`src/hw/lrc_map.svh`:
```
// lrc_map.svh: register offsets, field positions, reset values and timing figures of the LED control bank
// assumes: included by bare name from the package and design files
`ifndef LRC_MAP_SVH
`define LRC_MAP_SVH

// ==================================================
// register offsets
`define LRC_ADDR_CONFIG      8'h08
`define LRC_ADDR_PC_RED      8'h09
`define LRC_ADDR_PC_GREEN    8'h0A
`define LRC_ADDR_PC_BLUE     8'h0B
`define LRC_ADDR_STATUS      8'h0C
`define LRC_ADDR_SOFT_RESET  8'h0D
`define LRC_ADDR_OUTPUT_CTL  8'h0E
`define LRC_ADDR_MEM_FIRST   8'h10
`define LRC_ADDR_MEM_LAST    8'h6F
`define LRC_MEM_DEPTH        96

// ==================================================
// field positions and masks
`define LRC_CFG_MASK         8'h7F
`define LRC_PC_MASK          8'h0F
`define LRC_OUT_MASK         8'h07
`define LRC_STAT_EXT_BIT     3
`define LRC_OUT_IRQ_AS_OUT   2
`define LRC_OUT_GEN_PIN      1
`define LRC_OUT_IRQ_LEVEL    0
`define LRC_SOFT_RESET_KEY   8'hFF

// ==================================================
// reset values
`define LRC_RST_CONFIG       8'h00
`define LRC_RST_PC           4'h0
`define LRC_RST_STATUS       3'h0
`define LRC_RST_OUTPUT_CTL   3'h0

// ==================================================
// timing
`define LRC_CLK_HZ           100000000
`define LRC_INT_OSC_HZ       32768
`define LRC_PWM_FREQ_SELECT_HZ        558
`define LRC_SLOW_PER_PWM     128

`endif

```
`src/hw/lrc_pkg.sv`:
```
// lrc_pkg: types of the LED control register bank
// assumes: lrc_map.svh on the include path
`include "lrc_map.svh"

package lrc_pkg;

   // ==================================================
   // controller clock source
   typedef enum logic [1:0] {
      CLK_EXT  = 2'b00,
      CLK_INT  = 2'b01,
      CLK_AUTO = 2'b10,
      CLK_INT2 = 2'b11
   } lrc_clk_src_e;

   // ==================================================
   // configuration register layout, bit 7 first
   typedef struct packed {
      logic         spare;
      logic         pwm_freq_select;
      logic         power_save_enable;
      logic [1:0]   pump_gain_select;
      logic         red_supply_from_battery;
      lrc_clk_src_e clk_src;
   } lrc_cfg_s;

   // ==================================================
   // decoded serial bus byte transaction and its answer
   typedef struct packed {
      logic       vld;
      logic       wr;
      logic [7:0] addr;
      logic [7:0] wdata;
   } lrc_req_s;

   typedef struct packed {
      logic       vld;
      logic       ack;
      logic [7:0] rdata;
   } lrc_rsp_s;

endpackage

```
`src/hw/lrc_prog_mem.sv`:
```
// lrc_prog_mem: program byte memory, cleared at reset, registered read data
// assumes: one clock, write index already range-checked by the caller; read index checked against DEPTH here
`timescale 1ns/1ps
`include "lrc_map.svh"

module lrc_prog_mem #(
   parameter int DEPTH = `LRC_MEM_DEPTH,
   parameter int AW    = 7,
   parameter int DW    = 8
) (
   // clock and reset
   input  wire logic          i_ref_clk,
   input  wire logic          i_rst_b,
   // access
   input  wire logic          i_clear,
   input  wire logic          i_wr,
   input  wire logic [AW-1:0] i_addr,
   input  wire logic [DW-1:0] i_wdata,
   output logic      [DW-1:0] o_rdata
);

   logic [DW-1:0] mem_r [DEPTH];

   if (DEPTH < 1 || DEPTH > (1 << AW)) begin : g_chk
      $error("lrc_prog_mem: depth does not fit the index width");
   end

   // ==================================================
   // storage, one flop word per entry
   for (genvar k = 0; k < DEPTH; k++) begin : g_word
      always_ff @(posedge i_ref_clk or negedge i_rst_b) begin
         if (!i_rst_b) begin
            mem_r[k] <= '0;
         end else if (i_clear) begin
            mem_r[k] <= '0;
         end else if (i_wr && i_addr == AW'(k)) begin
            mem_r[k] <= i_wdata;
         end
      end
   end

   // ==================================================
   // registered read
   always_ff @(posedge i_ref_clk or negedge i_rst_b) begin
      if (!i_rst_b) begin
         o_rdata <= '0;
      end else if (int'(i_addr) < DEPTH) begin
         o_rdata <= mem_r[i_addr];
      end else begin
         o_rdata <= '0;
      end
   end

endmodule

```
`src/hw/lrc_regs.sv`:
```
// lrc_regs: configuration, program counter, status and output control registers of a three-channel LED sequencer
// assumes: serial bus front end hands over decoded byte transactions; channel engines drive irq and step pulses
// Summary of operation
// - configuration bit 6 picks 256 Hz slow-clock PWM tick or 558 Hz internal tick.
// - configuration bit 5 high enables automatic power save.
// - bits 4:3 pick pump gain: off, forced 1x, forced 1.5x, automatic.
// - configuration bit 2 feeds red output from battery instead of pump.
// - bits 1:0 pick controller clock: external, internal, automatic, internal.
// - each channel has a 4-bit program counter at 09h, 0Ah, 0Bh, reset zero.
// - status bit 3 reads one when the external slow clock is in use.
// - status bits 2, 1, 0 are red, green, blue interrupt flags.
// - reading status clears the flags; active-low interrupt pin then goes high unless output control bit 2 reuses it.
// - writing FFh to 0Dh resets all registers and that write gets no acknowledge.
// - output control bit 2 makes the interrupt pin a general output.
// - output control bit 1 drives the general pin, bit 0 the reused interrupt pin.
`timescale 1ns/1ps
`include "lrc_map.svh"

module lrc_regs #(
   parameter int INT_OSC_CYC = `LRC_CLK_HZ / `LRC_INT_OSC_HZ,
   parameter int PWM_FREQ_SELECT_CYC  = `LRC_CLK_HZ / `LRC_PWM_FREQ_SELECT_HZ,
   parameter int SLOW_DIV    = `LRC_SLOW_PER_PWM
) (
   // clock and reset
   input  wire logic              i_ref_clk,
   input  wire logic              i_rst_b,
   // register transactions
   input  wire lrc_pkg::lrc_req_s i_reg_req,
   output lrc_pkg::lrc_rsp_s      o_reg_rsp,
   // channel engines
   input  wire logic [2:0]        i_execution_mode_hold,
   input  wire logic [2:0]        i_chan_irq,
   input  wire logic [2:0]        i_pc_step,
   // clock sources
   input  wire logic              i_slow_clock_input,
   input  wire logic              i_ext_clock_present,
   // configuration and counters
   output lrc_pkg::lrc_cfg_s      o_cfg,
   output logic [2:0][3:0]        o_pc_value,
   output logic                   o_external_clock_in_use,
   output logic                   o_ctrl_tick,
   output logic                   o_pwm_tick,
   output logic                   o_soft_reset,
   // pins
   output logic                   o_irq_pin_b,
   output logic                   o_general_output_pin
);

   localparam int OW = $clog2(INT_OSC_CYC + 1);
   localparam int HW = $clog2(PWM_FREQ_SELECT_CYC + 1);
   localparam int SW = $clog2(SLOW_DIV + 1);

   if (INT_OSC_CYC < 2 || PWM_FREQ_SELECT_CYC < 2 || SLOW_DIV < 2) begin : g_chk
      $error("lrc_regs: divider counts must be at least 2");
   end

   // ==================================================
   // request decode
   logic       wr_en;
   logic       rd_en;
   logic       sreset;
   logic       mem_hit;
   logic [7:0] mem_off;
   logic       status_rd;

   assign wr_en     = i_reg_req.vld && i_reg_req.wr;
   assign rd_en     = i_reg_req.vld && !i_reg_req.wr;
   assign sreset    = wr_en && i_reg_req.addr == `LRC_ADDR_SOFT_RESET
                      && i_reg_req.wdata == `LRC_SOFT_RESET_KEY;
   assign mem_hit   = i_reg_req.addr >= `LRC_ADDR_MEM_FIRST && i_reg_req.addr <= `LRC_ADDR_MEM_LAST;
   assign mem_off   = i_reg_req.addr - `LRC_ADDR_MEM_FIRST;
   assign status_rd = rd_en && i_reg_req.addr == `LRC_ADDR_STATUS;

   // ==================================================
   // configuration register
   always_ff @(posedge i_ref_clk or negedge i_rst_b) begin
      if (!i_rst_b) begin
         o_cfg <= lrc_pkg::lrc_cfg_s'(`LRC_RST_CONFIG);
      end else if (sreset) begin
         o_cfg <= lrc_pkg::lrc_cfg_s'(`LRC_RST_CONFIG);
      end else if (wr_en && i_reg_req.addr == `LRC_ADDR_CONFIG) begin
         o_cfg <= lrc_pkg::lrc_cfg_s'(i_reg_req.wdata & `LRC_CFG_MASK);
      end
   end

   // ==================================================
   // clock source selection
   logic ext_sel;

   always_comb begin
      unique case (o_cfg.clk_src)
         lrc_pkg::CLK_EXT:  ext_sel = 1'b1;
         lrc_pkg::CLK_INT:  ext_sel = 1'b0;
         lrc_pkg::CLK_AUTO: ext_sel = i_ext_clock_present;
         lrc_pkg::CLK_INT2: ext_sel = 1'b0;
      endcase
   end

   always_ff @(posedge i_ref_clk or negedge i_rst_b) begin
      if (!i_rst_b) begin
         o_external_clock_in_use <= 1'b0;
      end else begin
         o_external_clock_in_use <= ext_sel;
      end
   end

   // ==================================================
   // slow clock edge, internal 32 kHz and 558 Hz dividers
   logic          slow_prev_r;
   logic          slow_edge;
   logic [OW-1:0] osc_cnt_r;
   logic          osc_tick;
   logic [HW-1:0] hf_cnt_r;
   logic          hf_tick;
   logic [SW-1:0] lf_cnt_r;
   logic          lf_tick;
   logic          ctrl_tick;

   assign slow_edge = i_slow_clock_input && !slow_prev_r;
   assign osc_tick  = osc_cnt_r == OW'(INT_OSC_CYC - 1);
   assign hf_tick   = hf_cnt_r == HW'(PWM_FREQ_SELECT_CYC - 1);
   assign lf_tick   = slow_edge && lf_cnt_r == SW'(SLOW_DIV - 1);
   assign ctrl_tick = o_external_clock_in_use ? slow_edge : osc_tick;

   always_ff @(posedge i_ref_clk or negedge i_rst_b) begin
      if (!i_rst_b) begin
         slow_prev_r <= 1'b0;
      end else begin
         slow_prev_r <= i_slow_clock_input;
      end
   end

   always_ff @(posedge i_ref_clk or negedge i_rst_b) begin
      if (!i_rst_b) begin
         osc_cnt_r <= '0;
      end else if (osc_tick) begin
         osc_cnt_r <= '0;
      end else begin
         osc_cnt_r <= osc_cnt_r + OW'(1);
      end
   end

   always_ff @(posedge i_ref_clk or negedge i_rst_b) begin
      if (!i_rst_b) begin
         hf_cnt_r <= '0;
      end else if (hf_tick) begin
         hf_cnt_r <= '0;
      end else begin
         hf_cnt_r <= hf_cnt_r + HW'(1);
      end
   end

   always_ff @(posedge i_ref_clk or negedge i_rst_b) begin
      if (!i_rst_b) begin
         lf_cnt_r <= '0;
      end else if (lf_tick) begin
         lf_cnt_r <= '0;
      end else if (slow_edge) begin
         lf_cnt_r <= lf_cnt_r + SW'(1);
      end
   end

   always_ff @(posedge i_ref_clk or negedge i_rst_b) begin
      if (!i_rst_b) begin
         o_ctrl_tick <= 1'b0;
         o_pwm_tick  <= 1'b0;
      end else begin
         o_ctrl_tick <= ctrl_tick;
         o_pwm_tick  <= o_cfg.pwm_freq_select ? hf_tick : lf_tick;
      end
   end

   // ==================================================
   // program counters, host writes made while the channel is held land on the next controller tick
   logic [2:0]      pc_pend_r;
   logic [2:0][3:0] pc_wval_r;

   for (genvar c = 0; c < 3; c++) begin : g_pc
      logic wr_hit;
      assign wr_hit = wr_en && i_reg_req.addr == `LRC_ADDR_PC_RED + 8'(c) && i_execution_mode_hold[c];

      always_ff @(posedge i_ref_clk or negedge i_rst_b) begin
         if (!i_rst_b) begin
            pc_pend_r[c] <= 1'b0;
            pc_wval_r[c] <= `LRC_RST_PC;
         end else if (sreset) begin
            pc_pend_r[c] <= 1'b0;
            pc_wval_r[c] <= `LRC_RST_PC;
         end else if (wr_hit) begin
            pc_pend_r[c] <= 1'b1;
            pc_wval_r[c] <= i_reg_req.wdata[3:0];
         end else if (ctrl_tick) begin
            pc_pend_r[c] <= 1'b0;
         end
      end

      always_ff @(posedge i_ref_clk or negedge i_rst_b) begin
         if (!i_rst_b) begin
            o_pc_value[c] <= `LRC_RST_PC;
         end else if (sreset) begin
            o_pc_value[c] <= `LRC_RST_PC;
         end else if (ctrl_tick && pc_pend_r[c]) begin
            o_pc_value[c] <= pc_wval_r[c];
         end else if (ctrl_tick && i_pc_step[c]) begin
            o_pc_value[c] <= o_pc_value[c] + 4'h1;
         end
      end
   end

   // ==================================================
   // channel interrupt flags, an arriving event beats the read clear
   logic [2:0] irq_flag_r;

   always_ff @(posedge i_ref_clk or negedge i_rst_b) begin
      if (!i_rst_b) begin
         irq_flag_r <= `LRC_RST_STATUS;
      end else if (sreset) begin
         irq_flag_r <= `LRC_RST_STATUS;
      end else begin
         irq_flag_r <= (irq_flag_r & ~{3{status_rd}}) | i_chan_irq;
      end
   end

   // ==================================================
   // output control register and pins
   logic [2:0] out_ctl_r;

   always_ff @(posedge i_ref_clk or negedge i_rst_b) begin
      if (!i_rst_b) begin
         out_ctl_r <= `LRC_RST_OUTPUT_CTL;
      end else if (sreset) begin
         out_ctl_r <= `LRC_RST_OUTPUT_CTL;
      end else if (wr_en && i_reg_req.addr == `LRC_ADDR_OUTPUT_CTL) begin
         out_ctl_r <= i_reg_req.wdata[2:0];
      end
   end

   always_ff @(posedge i_ref_clk or negedge i_rst_b) begin
      if (!i_rst_b) begin
         o_irq_pin_b          <= 1'b1;
         o_general_output_pin <= 1'b0;
         o_soft_reset         <= 1'b0;
      end else begin
         o_irq_pin_b          <= out_ctl_r[`LRC_OUT_IRQ_AS_OUT] ? out_ctl_r[`LRC_OUT_IRQ_LEVEL]
                                 : ~|irq_flag_r;
         o_general_output_pin <= out_ctl_r[`LRC_OUT_GEN_PIN];
         o_soft_reset         <= sreset;
      end
   end

   // ==================================================
   // program memory
   logic [7:0] mem_rdata;

   lrc_prog_mem #(
      .DEPTH (`LRC_MEM_DEPTH),
      .AW    (7),
      .DW    (8)
   ) u_mem (
      .i_ref_clk (i_ref_clk),
      .i_rst_b   (i_rst_b),
      .i_clear   (sreset),
      .i_wr      (wr_en && mem_hit),
      .i_addr    (mem_off[6:0]),
      .i_wdata   (i_reg_req.wdata),
      .o_rdata   (mem_rdata)
   );

   // ==================================================
   // two-stage answer
   logic       s1_vld_r;
   logic       s1_ack_r;
   logic       s1_mem_r;
   logic [7:0] s1_data_r;
   logic [7:0] reg_rdata;

   always_comb begin
      reg_rdata = 8'h00;
      if (i_reg_req.addr == `LRC_ADDR_CONFIG) begin
         reg_rdata = o_cfg;
      end else if (i_reg_req.addr == `LRC_ADDR_PC_RED) begin
         reg_rdata = {4'h0, o_pc_value[0]};
      end else if (i_reg_req.addr == `LRC_ADDR_PC_GREEN) begin
         reg_rdata = {4'h0, o_pc_value[1]};
      end else if (i_reg_req.addr == `LRC_ADDR_PC_BLUE) begin
         reg_rdata = {4'h0, o_pc_value[2]};
      end else if (i_reg_req.addr == `LRC_ADDR_STATUS) begin
         reg_rdata = {4'h0, o_external_clock_in_use, irq_flag_r[0], irq_flag_r[1], irq_flag_r[2]};
      end else if (i_reg_req.addr == `LRC_ADDR_OUTPUT_CTL) begin
         reg_rdata = {5'h00, out_ctl_r};
      end
   end

   always_ff @(posedge i_ref_clk or negedge i_rst_b) begin
      if (!i_rst_b) begin
         s1_vld_r  <= 1'b0;
         s1_ack_r  <= 1'b0;
         s1_mem_r  <= 1'b0;
         s1_data_r <= 8'h00;
         o_reg_rsp <= '0;
      end else begin
         s1_vld_r  <= i_reg_req.vld;
         s1_ack_r  <= !sreset;
         s1_mem_r  <= rd_en && mem_hit;
         s1_data_r <= rd_en ? reg_rdata : 8'h00;
         o_reg_rsp <= '{vld: s1_vld_r, ack: s1_ack_r, rdata: s1_mem_r ? mem_rdata : s1_data_r};
      end
   end

   // ==================================================
   // checks
   logic cfg_wr;
   assign cfg_wr = wr_en && i_reg_req.addr == `LRC_ADDR_CONFIG && !sreset;

   pwm_select_a : assert property (@(posedge i_ref_clk) disable iff (!i_rst_b)
      cfg_wr |=> o_cfg.pwm_freq_select == $past(i_reg_req.wdata[6]) && o_cfg.spare == 1'b0)
      else $error("pwm select bit not stored");
   save_enable_a : assert property (@(posedge i_ref_clk) disable iff (!i_rst_b)
      cfg_wr |=> o_cfg.power_save_enable == $past(i_reg_req.wdata[5]))
      else $error("power save bit not stored");
   pump_gain_a : assert property (@(posedge i_ref_clk) disable iff (!i_rst_b)
      cfg_wr |=> o_cfg.pump_gain_select == $past(i_reg_req.wdata[4:3]))
      else $error("pump gain field not stored");
   red_route_a : assert property (@(posedge i_ref_clk) disable iff (!i_rst_b)
      cfg_wr |=> o_cfg.red_supply_from_battery == $past(i_reg_req.wdata[2]))
      else $error("red supply bit not stored");
   clk_used_a : assert property (@(posedge i_ref_clk) disable iff (!i_rst_b)
      ##1 $past(i_rst_b) |-> o_external_clock_in_use == ($past(o_cfg.clk_src) == lrc_pkg::CLK_EXT
         || ($past(o_cfg.clk_src) == lrc_pkg::CLK_AUTO && $past(i_ext_clock_present))))
      else $error("clock in use flag wrong");
   pc_on_tick_a : assert property (@(posedge i_ref_clk) disable iff (!i_rst_b)
      !$stable(o_pc_value) |-> $past(ctrl_tick) || $past(sreset))
      else $error("program counter moved off the controller tick");
   status_read_a : assert property (@(posedge i_ref_clk) disable iff (!i_rst_b)
      status_rd && !sreset |-> ##2 o_reg_rsp.vld && o_reg_rsp.rdata[3] == $past(o_external_clock_in_use, 2))
      else $error("status read lost clock state");
   irq_set_a : assert property (@(posedge i_ref_clk) disable iff (!i_rst_b)
      |i_chan_irq && !sreset |=> (irq_flag_r & $past(i_chan_irq)) == $past(i_chan_irq))
      else $error("channel interrupt flag not raised");
   irq_release_a : assert property (@(posedge i_ref_clk) disable iff (!i_rst_b)
      status_rd && i_chan_irq == 3'h0 ##1 i_chan_irq == 3'h0 && !out_ctl_r[`LRC_OUT_IRQ_AS_OUT]
      |=> irq_flag_r == 3'h0 && o_irq_pin_b)
      else $error("interrupt pin not released after status read");
   reset_nack_a : assert property (@(posedge i_ref_clk) disable iff (!i_rst_b)
      sreset |=> o_cfg == lrc_pkg::lrc_cfg_s'(`LRC_RST_CONFIG) ##1 o_reg_rsp.vld && !o_reg_rsp.ack)
      else $error("soft reset write answered or not applied");
   pin_reuse_a : assert property (@(posedge i_ref_clk) disable iff (!i_rst_b)
      ##1 $past(out_ctl_r[`LRC_OUT_IRQ_AS_OUT]) |-> o_irq_pin_b == $past(out_ctl_r[`LRC_OUT_IRQ_LEVEL]))
      else $error("reused interrupt pin level wrong");
   gen_pin_a : assert property (@(posedge i_ref_clk) disable iff (!i_rst_b)
      ##1 o_general_output_pin == $past(out_ctl_r[`LRC_OUT_GEN_PIN]))
      else $error("general output pin level wrong");

endmodule

```
`config.mk`:
```
export PLATFORM = sky130hd
export DESIGN_NAME = lrc_regs
export DESIGN_NICKNAME = d
export VERILOG_FILES = /design/src/hw/lrc_pkg.sv /design/src/hw/lrc_prog_mem.sv /design/src/hw/lrc_regs.sv
export VERILOG_INCLUDE_DIRS = /design/src /design/src/hw
export SDC_FILE = /design/constraint.sdc
export NUM_CORES = 1
export LEC_CHECK = 0
export BUFFER_PORTS_ARGS = -buffer_cell sky130_fd_sc_hd__buf_2
export CAP_MARGIN = 30
export CORE_UTILIZATION = 35
export DETAILED_ROUTE_END_ITERATION = 10
export MAX_ROUTING_LAYER = met4
export PLACE_DENSITY = 0.47
export SLEW_MARGIN = 20
export SYNTH_ARGS = -nofsm -noshare
export SYNTH_HDL_FRONTEND = slang
export SYNTH_SLANG_ARGS = --single-unit
```
`constraint.sdc`:
```
create_clock -name i_ref_clk -period 3.9 [get_ports i_ref_clk]
set_input_delay 0.195 -clock i_ref_clk [delete_from_list [all_inputs] [get_ports i_ref_clk]]
set_output_delay 0.195 -clock i_ref_clk [all_outputs]
set_load 0.03 [all_outputs]
```
After elaboration in Yosys (flattened, before gate mapping)
Cells that the tools add are included.
Widths: inputs -> output; s select.
{ "totals": {"output_inout_bits": 36, "input_bits": 31, "wordCells": 730, "register_bits": 883} }
{ "op_classes": {"mux": 239, "bitwise": 4, "n_reduce_logical": 236, "eq_ne": 109, "n_addsub": 7, "n_lt_le_gt_ge": 4} }
{ "op_table": {"columns": ["op", "n"], "rows": [
  ["$mux 8", 202],
  ["$eq 7x6->1 const B", 32],
  ["$eq 7x7->1 const B", 32],
  ["$reduce_bool 2->1", 102],
  ["$logic_and 1x1->1", 120],
  ["$eq 7x5->1 const B", 16],
  ["$mux 4", 19],
  ["$bmux 8 s7", 1],
  ["$eq 7x4->1 const B", 8],
  ["$eq 8x4->1 const B", 7],
  ["$eq 7x3->1 const B", 4],
  ["$add 18x1->18 const B", 1],
  ["$eq 18x18->1 const B", 1],
  ["$mux 18", 1],
  ["$reduce_bool 3->1", 6],
  ["$eq 7x2->1 const B", 2],
  ["$add 12x1->12 const B", 1],
  ["$add 4x1->4 const B", 3],
  ["$eq 12x12->1 const B", 1],
  ["$mux 12", 1],
  ["$mux 3", 4],
  ["$mux 1", 10],
  ["$add 8x1->8 const B", 1],
  ["$eq 8x7->1 const B", 1],
  ["other kinds (19)", 23]
]} }

Longest topological paths before layout
Gate-level depths: netlist of the first run.
{ "depth": {"depth_word": 8, "mapped_depth": 12, "ltp_nobuf": 8} }

Hierarchy
A second synthesis of the first run with hierarchy kept.
{ "unflattened": {"cells_unflattened": 3883, "hier_area_um2": 43499.2} }
{ "modules_own_cells": {"columns": ["module", "seq_area_each_um2", "cells_each", "instances", "area_each_um2"], "rows": [
  ["lrc_prog_mem", 19418.6, 3366, 1, 38107.8],
  ["lrc_regs", 2628.8, 517, 1, 5391.4]
]} }

Worst setup path before layout of the first run
No wires, ideal clock.
{ "synth_timing": {"path_type": "in2reg", "startpoint": "input port i_reg_req[12] in the netlist's numbering", "endpoint": "register u_mem.mem_r[535] in the netlist's numbering", "path_stages": 12, "required_ns": 3.779, "slack_ns": 1.155, "t_arrival_ns": 2.624, "path_buffers": 4, "setup_ns": 0.121, "cell_sequence": "clkbuf_1 -> inv_1 -> ha_1 -> ha_1 -> nor2b_1 -> clkbuf_1 -> and3_1 -> clkbuf_1 -> and3_1 -> buf_2 -> mux2i_1 -> nor2_1"} }
{ "synth_between": {"elab_chain_cells": 5, "word_cells_on_any_way": 12, "classes_between": "1 x add/sub; 2 x order compare; 2 x eq/ne; 1 x mux; 6 x reduce/logical"} }
{ "synth_lines": {"columns": ["element", "line_no", "source"], "rows": [
  ["start: declaration", "lrc_regs.sv:28", "input wire lrc_pkg::lrc_req_s i_reg_req,"],
  ["branches (longest 5 deep; another with $sub 7x5->7)", null, null],
  ["end signal: indexed assignment", "lrc_prog_mem.sv:37", "mem_r[k] <= i_wdata;"],
  ["end: declaration", "lrc_prog_mem.sv:22", "logic [DW-1:0] mem_r [DEPTH];"]
]} }
Several ways; the timed one is not identified.
A chain may end at the register's enable or synchronous reset.

Worst setup path in the final report of the first run
{ "layout_timing": {"startpoint": "input port i_reg_req[15] in the netlist's numbering", "endpoint": "register u_mem.mem_r[117] in the netlist's numbering"} }
{ "layout_between": {"elab_chain_cells": 5, "word_cells_on_any_way": 10, "classes_between": "2 x order compare; 1 x eq/ne; 1 x mux; 6 x reduce/logical"} }
{ "layout_lines": {"columns": ["element", "line_no", "source"], "rows": [
  ["$ge 8x5->1 (no line) or $le 8x7->1 (tied branches)", null, null],
  ["$logic_and 1x1->1 (no line)", null, null],
  ["$logic_and 1x1->1", "lrc_regs.sv:263", ".i_wr (wr_en && mem_hit),"],
  ["$logic_and 1x1->1", "lrc_prog_mem.sv:36", "end else if (i_wr && i_addr == AW'(k)) begin"],
  ["$reduce_bool 2->1 (no line)", null, null]
]} }
Parallel ways exist; a longest one is shown, timed or not.

==> flow_summary.json, run 1 <==
{
  "post_cts_hold_buffer_count": 11,
  "route.vias.total": 29800,
  "synthArstFlopShare_pct": 100,
  "max-clock-path-buffers": 3,
  "pwr-share-seq_pct": 45.9,
  "std_cell_rows": 128,
  "place_ws_ns": 0.481,
  "cts.htree.levels": 3,
  "min_delay_worst_type": "input pin to register",
  "post_synth_mux_area_share_pct": 25.6,
  "final.setup_skew_ns": 0.0257,
  "finalWeightedCongestion": 0.866,
  "drt_drc_violations_left": 0,
  "setup_total_negative_slack_ns": 0,
  "ctsRootBufferMaster": "clkbuf_16",
  "syn_avg_cell_area_um2": 11.3,
  "core-area_mm2": 0.122,
  "final_cells": 5501,
  "period_needed_ns": 3.10,
  "critical_path_rt_ns": 4.44,
  "synth_seq_cells": 881,
  "dr.pass1.iters": 7,
  "max-slew-margin-rel_pct": 32.8,
  "power_report.internal_total_uw": 15600,
  "cts_made_buffers": 99,
  "period_share_pct": 79.5,
  "syn_to_final_growth_pct": 12.5,
  "synth_fp_nets": 3888,
  "worst_setup_path_start_kind": "input pin",
  "worst_setup_margin_ns": 0.799,
  "die-height_um": 354,
  "antenna_found_initial": 8,
  "post_cts.repair.setup_buffers": 0,
  "worst-setup-path-type": "input pin to register",
  "io_pins": 67,
  "critical_path.slowest_cell": "or4_1",
  "crit_top_cell": "nor2_1",
  "timing.critical_path.to_type": "register",
  "timing.critical_path.arrival_ns": 3.64,
  "place_inst": 5306,
  "cts_tree": "done",
  "synth_xor_xnor_area_share_pct": 0.546,
  "grt_overflow_total": 0,
  "timing_hold_violations_final": 0,
  "die-width_um": 354,
  "first_global_vias": 30400,
  "synth_top_family_by_area": "multiplexers",
  "cells_traversed_along_the_worst_timing_path": "dlygate4sd3_1 -> buf_2 -> nor2_1 -> and2_1 -> nand3_1 -> or4_1 -> inv_8 -> buf_4 -> nor2_1",
  "drt-vias-per-instance": 5.42,
  "max-vdd-ir-drop_mv": 0.395,
  "clkLatencyLatePin_ns": 0.69,
  "synth_enable_flop_cells": 0,
  "hold-path-cell-count": 4,
  "die-area_mm2": 0.125,
  "synth.yosys.seq_area_share_pct": 50.9,
  "power.switching_uw": 5310,
  "setup_violations": 0,
  "synth-compound-area-share_pct": 5.17,
  "routedWlPerCell_um": 25.2,
  "synthFlopType": "dfrtp_1",
  "post_synth_fa_ha_maj_area_fraction_pct": 0.404,
  "yosys.area_share.simple_pct": 12.7,
  "synth_cell_type_count": 60,
  "post_route_cells_drive_above_1_share_pct": 15.1,
  "maximum_net_fanout_on_the_critical_path": 43,
  "worst_slew_pin_slew_ns": 1.00,
  "dpl.hpwl_um": 87200,
  "nets": 3839,
  "number_of_warning_messages_in_the_yosys_log": 0,
  "power_switching_share_pct": 25.4,
  "initial_utilization_pct": 35.4,
  "worst_path_clk_slew_ns": 0.06,
  "io_buffers": 65,
  "fmax_mhz": 322,
  "drtAntennaViolNets": 0,
  "worst_path_largest_cell_delay_ns": 0.82,
  "utilization_pct": 39.8,
  "power.share.clock_pct": 46.1,
  "grt_use_total_pct": 22.9,
  "combinationalPowerShare_pct": 8.1,
  "power_per_cell_area_mw_per_mm2": 430,
  "grt_first_pass_wirelength_um": 212000,
  "cap_viol_max_count": 0,
  "ctsResizeCount": 0,
  "outcome": "finished clean",
  "grt_start_max_net_pins": 110,
  "power.leakage_uw": 0.0229,
  "drt_wl_total_um": 139000,
  "clock_sinks": 881,
  "post_synth_instance_area_mm2": 0.0433,
  "first_iter_violations": 2990,
  "worstRegToRegCells": 6,
  "rsz_0062_raised_after_global_routing": "no",
  "slew_violations": 0,
  "postSynthCellCount": 3843
}
-- flip-flops by register name (all words and copies together), names as in the netlist, 3 cells and up --
signal	count
hf_cnt_r	18
irq_flag_r	3
lf_cnt_r	8
o_cfg	7
o_pc_value	12
o_reg_rsp	10
osc_cnt_r	12
out_ctl_r	3
pc_pend_r	3
pc_wval_r	12
s1_data_r	7
u_mem.mem_r	768
u_mem.o_rdata	8
-- routing by layer --
metal | GRT usage (%) | vias up | part of all wire (%)
met5 | - | - | 0
met4 | 5.93 | 0 | 2.7
met3 | 3.29 | 197 | 4.5
met2 | 34.1 | 717 | 45
met1 | 32.6 | 15600 | 48
li1 | - | 13400 | -
-- worst max-delay path, delay by kind of cell --
kind / cells / cell delay, ns
buffers and inverters: 4 / 1.73
AND/OR/NAND/NOR: 5 / 1.63
-- layout by cell type, fill, tap and decap left out, types with 12 or more instances in the layout --
cell       Yosys  layout
o21ai_0       23      23
buf_12         0      29
a21oi_1      188     188
clkbuf_1     144      25
xnor2_1       17      17
buf_4        109     127
nor2_1       738     733
nand4_1       13      13
nand3_1      147     147
nand2_1      211     211
mux2i_1      740     739
a211oi_1      21      21
mux2_2        12      12
clkbuf_8       0      26
a22oi_1       16      16
a22o_1        21      21
o221ai_1      13      13
clkbuf_16      0     100
a221oi_1      18      18
dfrtp_1      880     880
clkinv_2       0      14
buf_2        102      54
o22ai_1       24      24
ha_1          14      14
mux4_2       157     157
and3_1        72      72
-- area by class of cell --
type                            count  area (um^2)
Fill cell                       11900        73600
Sequential cell                   881        22000
Clock buffer                      151         2950
Antenna cell                        4         10.0
Inverter                           13         56.3
Multi-Input combinational cell   2575        19300
Clock inverter                     28          349
Tap cell                         1625         2030
Timing Repair Buffer              224         1960
-- power by group through the flow --
| stage | registers [uW] | logic [uW] | clock network, uW |
|---|---|---|---|
| after floorplan | 9780 | 863 | 0 |
| after detailed placement | 9760 | 1700 | 0 |
| after global routing | 9630 | 1840 | 10300 |
| after CTS | 9600 | 1710 | 9890 |
| after global placement | 9770 | 1690 | 0 |
| final | 9600 | 1690 | 9650 |
-- cells by family (layout without fill, tap and decap cells) --
logic type,count (synthesis),in the layout
AOI/OAI and AO/OA,358,358
other,1,5
adders and majority gates,14,14
buffers and inverters,387,416
DFF,881,881
and+or+nand+nor,1266,1266
xor gates and xnor gates,27,27
muxes,909,909
-- cells in the mapped netlist, drive strengths merged (10+ instances only) --
cell type,instances,area share (%)
a2111oi,11,0.22
a211oi,21,0.36
a21oi,189,2.2
a221oi,18,0.36
a22o,21,0.42
a22oi,16,0.28
and3,72,1.0
buf,230,3.4
clkbuf,144,1.2
dfrtp,880,51
ha,14,0.40
inv,13,0.11
mux2,12,0.31
mux2i,740,17
mux4,157,8.2
nand2,211,1.8
nand3,155,1.9
nand4,22,0.45
nor2,739,6.4
nor2b,10,0.14
nor3,16,0.21
o21ai,23,0.27
o221ai,13,0.26
o22ai,24,0.35
xnor2,17,0.34
xor2,10,0.20
-- worst paths after layout --
kind / end / start / slack, ns
max: u_mem.mem_r[117]$_DFFE_PN0P_ / i_reg_req[15] / 0.80
min reg2reg: o_reg_rsp[8]$_DFF_PN0_ / s1_ack_r$_DFF_PN0_ / 0.35
max in group asynchronous: u_mem.mem_r[679]$_DFFE_PN0P_ / i_rst_b / 2.52
min in group asynchronous: u_mem.mem_r[431]$_DFFE_PN0P_ / i_rst_b / 0.16
max reg2reg: u_mem.o_rdata[3]$_DFF_PN0_ / u_mem.mem_r[635]$_DFFE_PN0P_ / 1.23
min: s1_mem_r$_DFF_PN0_ / i_reg_req[14] / 0.1
-- through the flow --
step	hold WS, ns	area (um^2)	power (uW)
2_1_floorplan	-0.101	43300	10600
3_3_place_gp	0.281	45300	11500
3_5_place_dp	0.269	45300	11500
4_1_cts	0.0445	48700	21200
5_1_grt	0.0992	48700	21700
6_report	0.0952	48800	20900
Power figures use the tool's default switching activity.
==> run 2, diff against run 1 <==
Clock period 3.9 ns to 3.2 ns, I/O delays scaled along.
==> run 2 against run 1 <==
Design area increased by 2.6%. First-iteration DRC count decreased by 8.9%. Clock skew up 0.011 ns. Global-route usage grew 0.089 points. Die area unchanged. Combinational power rose by 27%. Critical path depth increased by 1. Clock power is 24% higher. Non-clock buffer count is 130 higher. Hold slack got worse by 0.045 ns.
==> flow_summary.json, run 2 (synthesis results as in run 1) <==
{
  "grt_first_pass_wirelength_um": 211000,
  "setup_violations": 0,
  "drt_wl_total_um": 140000,
  "cells_traversed_along_the_worst_timing_path": "dlygate4sd3_1 -> buf_2 -> nor2_1 -> and2_1 -> nand3_1 -> or4_1 -> inv_8 -> buf_12 -> buf_12 -> nor2_1",
  "syn_to_final_growth_pct": 15.4,
  "worst_path_largest_cell_delay_ns": 0.66,
  "post_cts.repair.setup_buffers": 0,
  "cap_viol_max_count": 0,
  "reg.largest.list": "u_mem.mem_r: 768 flops, hf_cnt_r: 18 flops",
  "first_global_vias": 30400,
  "place_inst": 5433,
  "critical-path-top-delay-family": "buffers and inverters",
  "period_share_pct": 80.8,
  "power_report.internal_total_uw": 19500,
  "period_needed_ns": 2.59,
  "routedWlPerCell_um": 24.9,
  "io_pins": 67,
  "outcome": "finished clean",
  "worst_setup_path_start_kind": "input pin",
  "ctsResizeCount": 0,
  "final_cells": 5627,
  "timing.critical_path.to_type": "register",
  "slew_violations": 0,
  "grt_overflow_total": 0,
  "max-slew-margin-rel_pct": 34.4,
  "registers.top_by_ff_count": "u_mem.mem_r",
  "post_route_cells_drive_above_1_share_pct": 17.7,
  "largest_register_ff_count": 768,
  "pwr-share-seq_pct": 45.2,
  "maximum_net_fanout_on_the_critical_path": 39,
  "antenna_found_initial": 6,
  "power.leakage_uw": 0.0237,
  "post_cts_hold_buffer_count": 14,
  "power.total_uw": 25900,
  "mostFrequentLayoutCell": "dfrtp_1",
  "ctsRootBufferMaster": "clkbuf_16",
  "utilization_pct": 40.9,
  "post_dp_cell_area_mm2": 0.0465,
  "dr.pass1.iters": 5,
  "route.vias.total": 30300,
  "power_switching_share_pct": 24.8,
  "max-vdd-ir-drop_mv": 0.447,
  "die-width_um": 354,
  "timing.critical_path.arrival_ns": 3.15,
  "core-area_mm2": 0.122,
  "grt_start_max_net_pins": 98,
  "power_per_cell_area_mw_per_mm2": 518,
  "power.switching_uw": 6420,
  "drt_drc_violations_left": 0,
  "std_cell_rows": 128,
  "layout_common_cells": "dfrtp_1, mux2i_1, nor2_1",
  "setup_total_negative_slack_ns": 0,
  "nets": 3970,
  "rsz_0062_raised_after_global_routing": "no",
  "cts.htree.levels": 3,
  "dpl.hpwl_um": 91100,
  "initial_utilization_pct": 35.4,
  "drtAntennaViolNets": 0,
  "worst_slew_pin_slew_ns": 0.984,
  "die-height_um": 354,
  "clkLatencyLatePin_ns": 0.71,
  "crit_buf_inv": 5,
  "setup.reg_to_reg.worst_slack_ns": 0.76,
  "worst_path_clk_slew_ns": 0.06,
  "combinationalPowerShare_pct": 8.3,
  "drt-vias-per-instance": 5.39,
  "finalWeightedCongestion": 0.854,
  "critical_path_rt_ns": 3.76,
  "power.share.clock_pct": 46.5,
  "cts_tree": "done",
  "first_iter_violations": 2723,
  "final.setup_skew_ns": 0.0369,
  "final_area_mm2": 0.0500,
  "grt_use_total_pct": 23.0,
  "clock_sinks": 881,
  "critical_path.slowest_cell": "or4_1",
  "cts_made_buffers": 100,
  "io_buffers": 65,
  "worst-setup-path-type": "input pin to register",
  "fmax_mhz": 387,
  "max-clock-path-buffers": 3,
  "timing_hold_violations_final": 0,
  "min_delay_worst_type": "input pin to register",
  "die-area_mm2": 0.125
}
==> run 2: worst paths after layout <==
path	from	to	depth (start not counted)
max in group asynchronous	i_rst_b	u_mem.mem_r[688]$_DFFE_PN0P_	3
hold / removal	i_reg_req[7]	u_mem.mem_r[295]$_DFFE_PN0P_	4
min in group asynchronous	i_rst_b	u_mem.mem_r[408]$_DFFE_PN0P_	2
hold reg to reg	s1_vld_r$_DFF_PN0_	o_reg_rsp[9]$_DFF_PN0_	0
setup reg to reg	u_mem.mem_r[385]$_DFFE_PN0P_	u_mem.o_rdata[1]$_DFF_PN0_	5
setup / recovery	i_reg_req[15]	u_mem.mem_r[749]$_DFFE_PN0P_	10
==> run 2: layer usage <==
layer / up-vias / part of all wire [%] / GRT usage, %
met2: 705 / 45 / 34.2
met5: - / 0 / -
met4: 0 / 2.8 / 6.18
met1: 15800 / 47 / 32.2
li1: 13700 / - / -
met3: 194 / 5.0 / 4.15
==> run 2: stage by stage <==
| step | hold slack, ns | worst slack [ns] |
|---|---|---|
| 2_1_floorplan | -0.136 | 0.490 |
| 3_3_place_gp | 0.254 | 0.105 |
| 3_5_place_dp | 0.260 | 0.134 |
| 4_1_cts | 0.0148 | 0.689 |
| 5_1_grt | 0.0257 | 0.567 |
| 6_report | 0.0503 | 0.614 |
==> run 2: cell type report <==
cell class,count,area (um^2)
Clock buffer,146,2900
Clock inverter,32,492
Tap cell,1625,2030
Sequential cell,881,22000
Timing Repair Buffer,354,3160
Antenna cell,1,2.50
Inverter,13,56.3
Fill cell,11900,72300
Multi-Input combinational cell,2575,19300
==> run 2: power by group through the flow <==
stage	clock network [uW]	logic, uW	registers (uW)
after global routing	12800	2320	11700
after global placement	0	2130	11900
after floorplan	0	1050	11900
after detailed placement	0	2140	11900
after CTS	12400	2160	11700
final	12000	2140	11700
==> run 2: worst reg2reg max path, cell delays in order (launching register included) <==
cell and delay, ns:
dfrtp_1 0.38, mux4_2 0.48, a22o_1 0.28, a221oi_1 0.45, o22ai_1 0.28, a211o_1 0.41
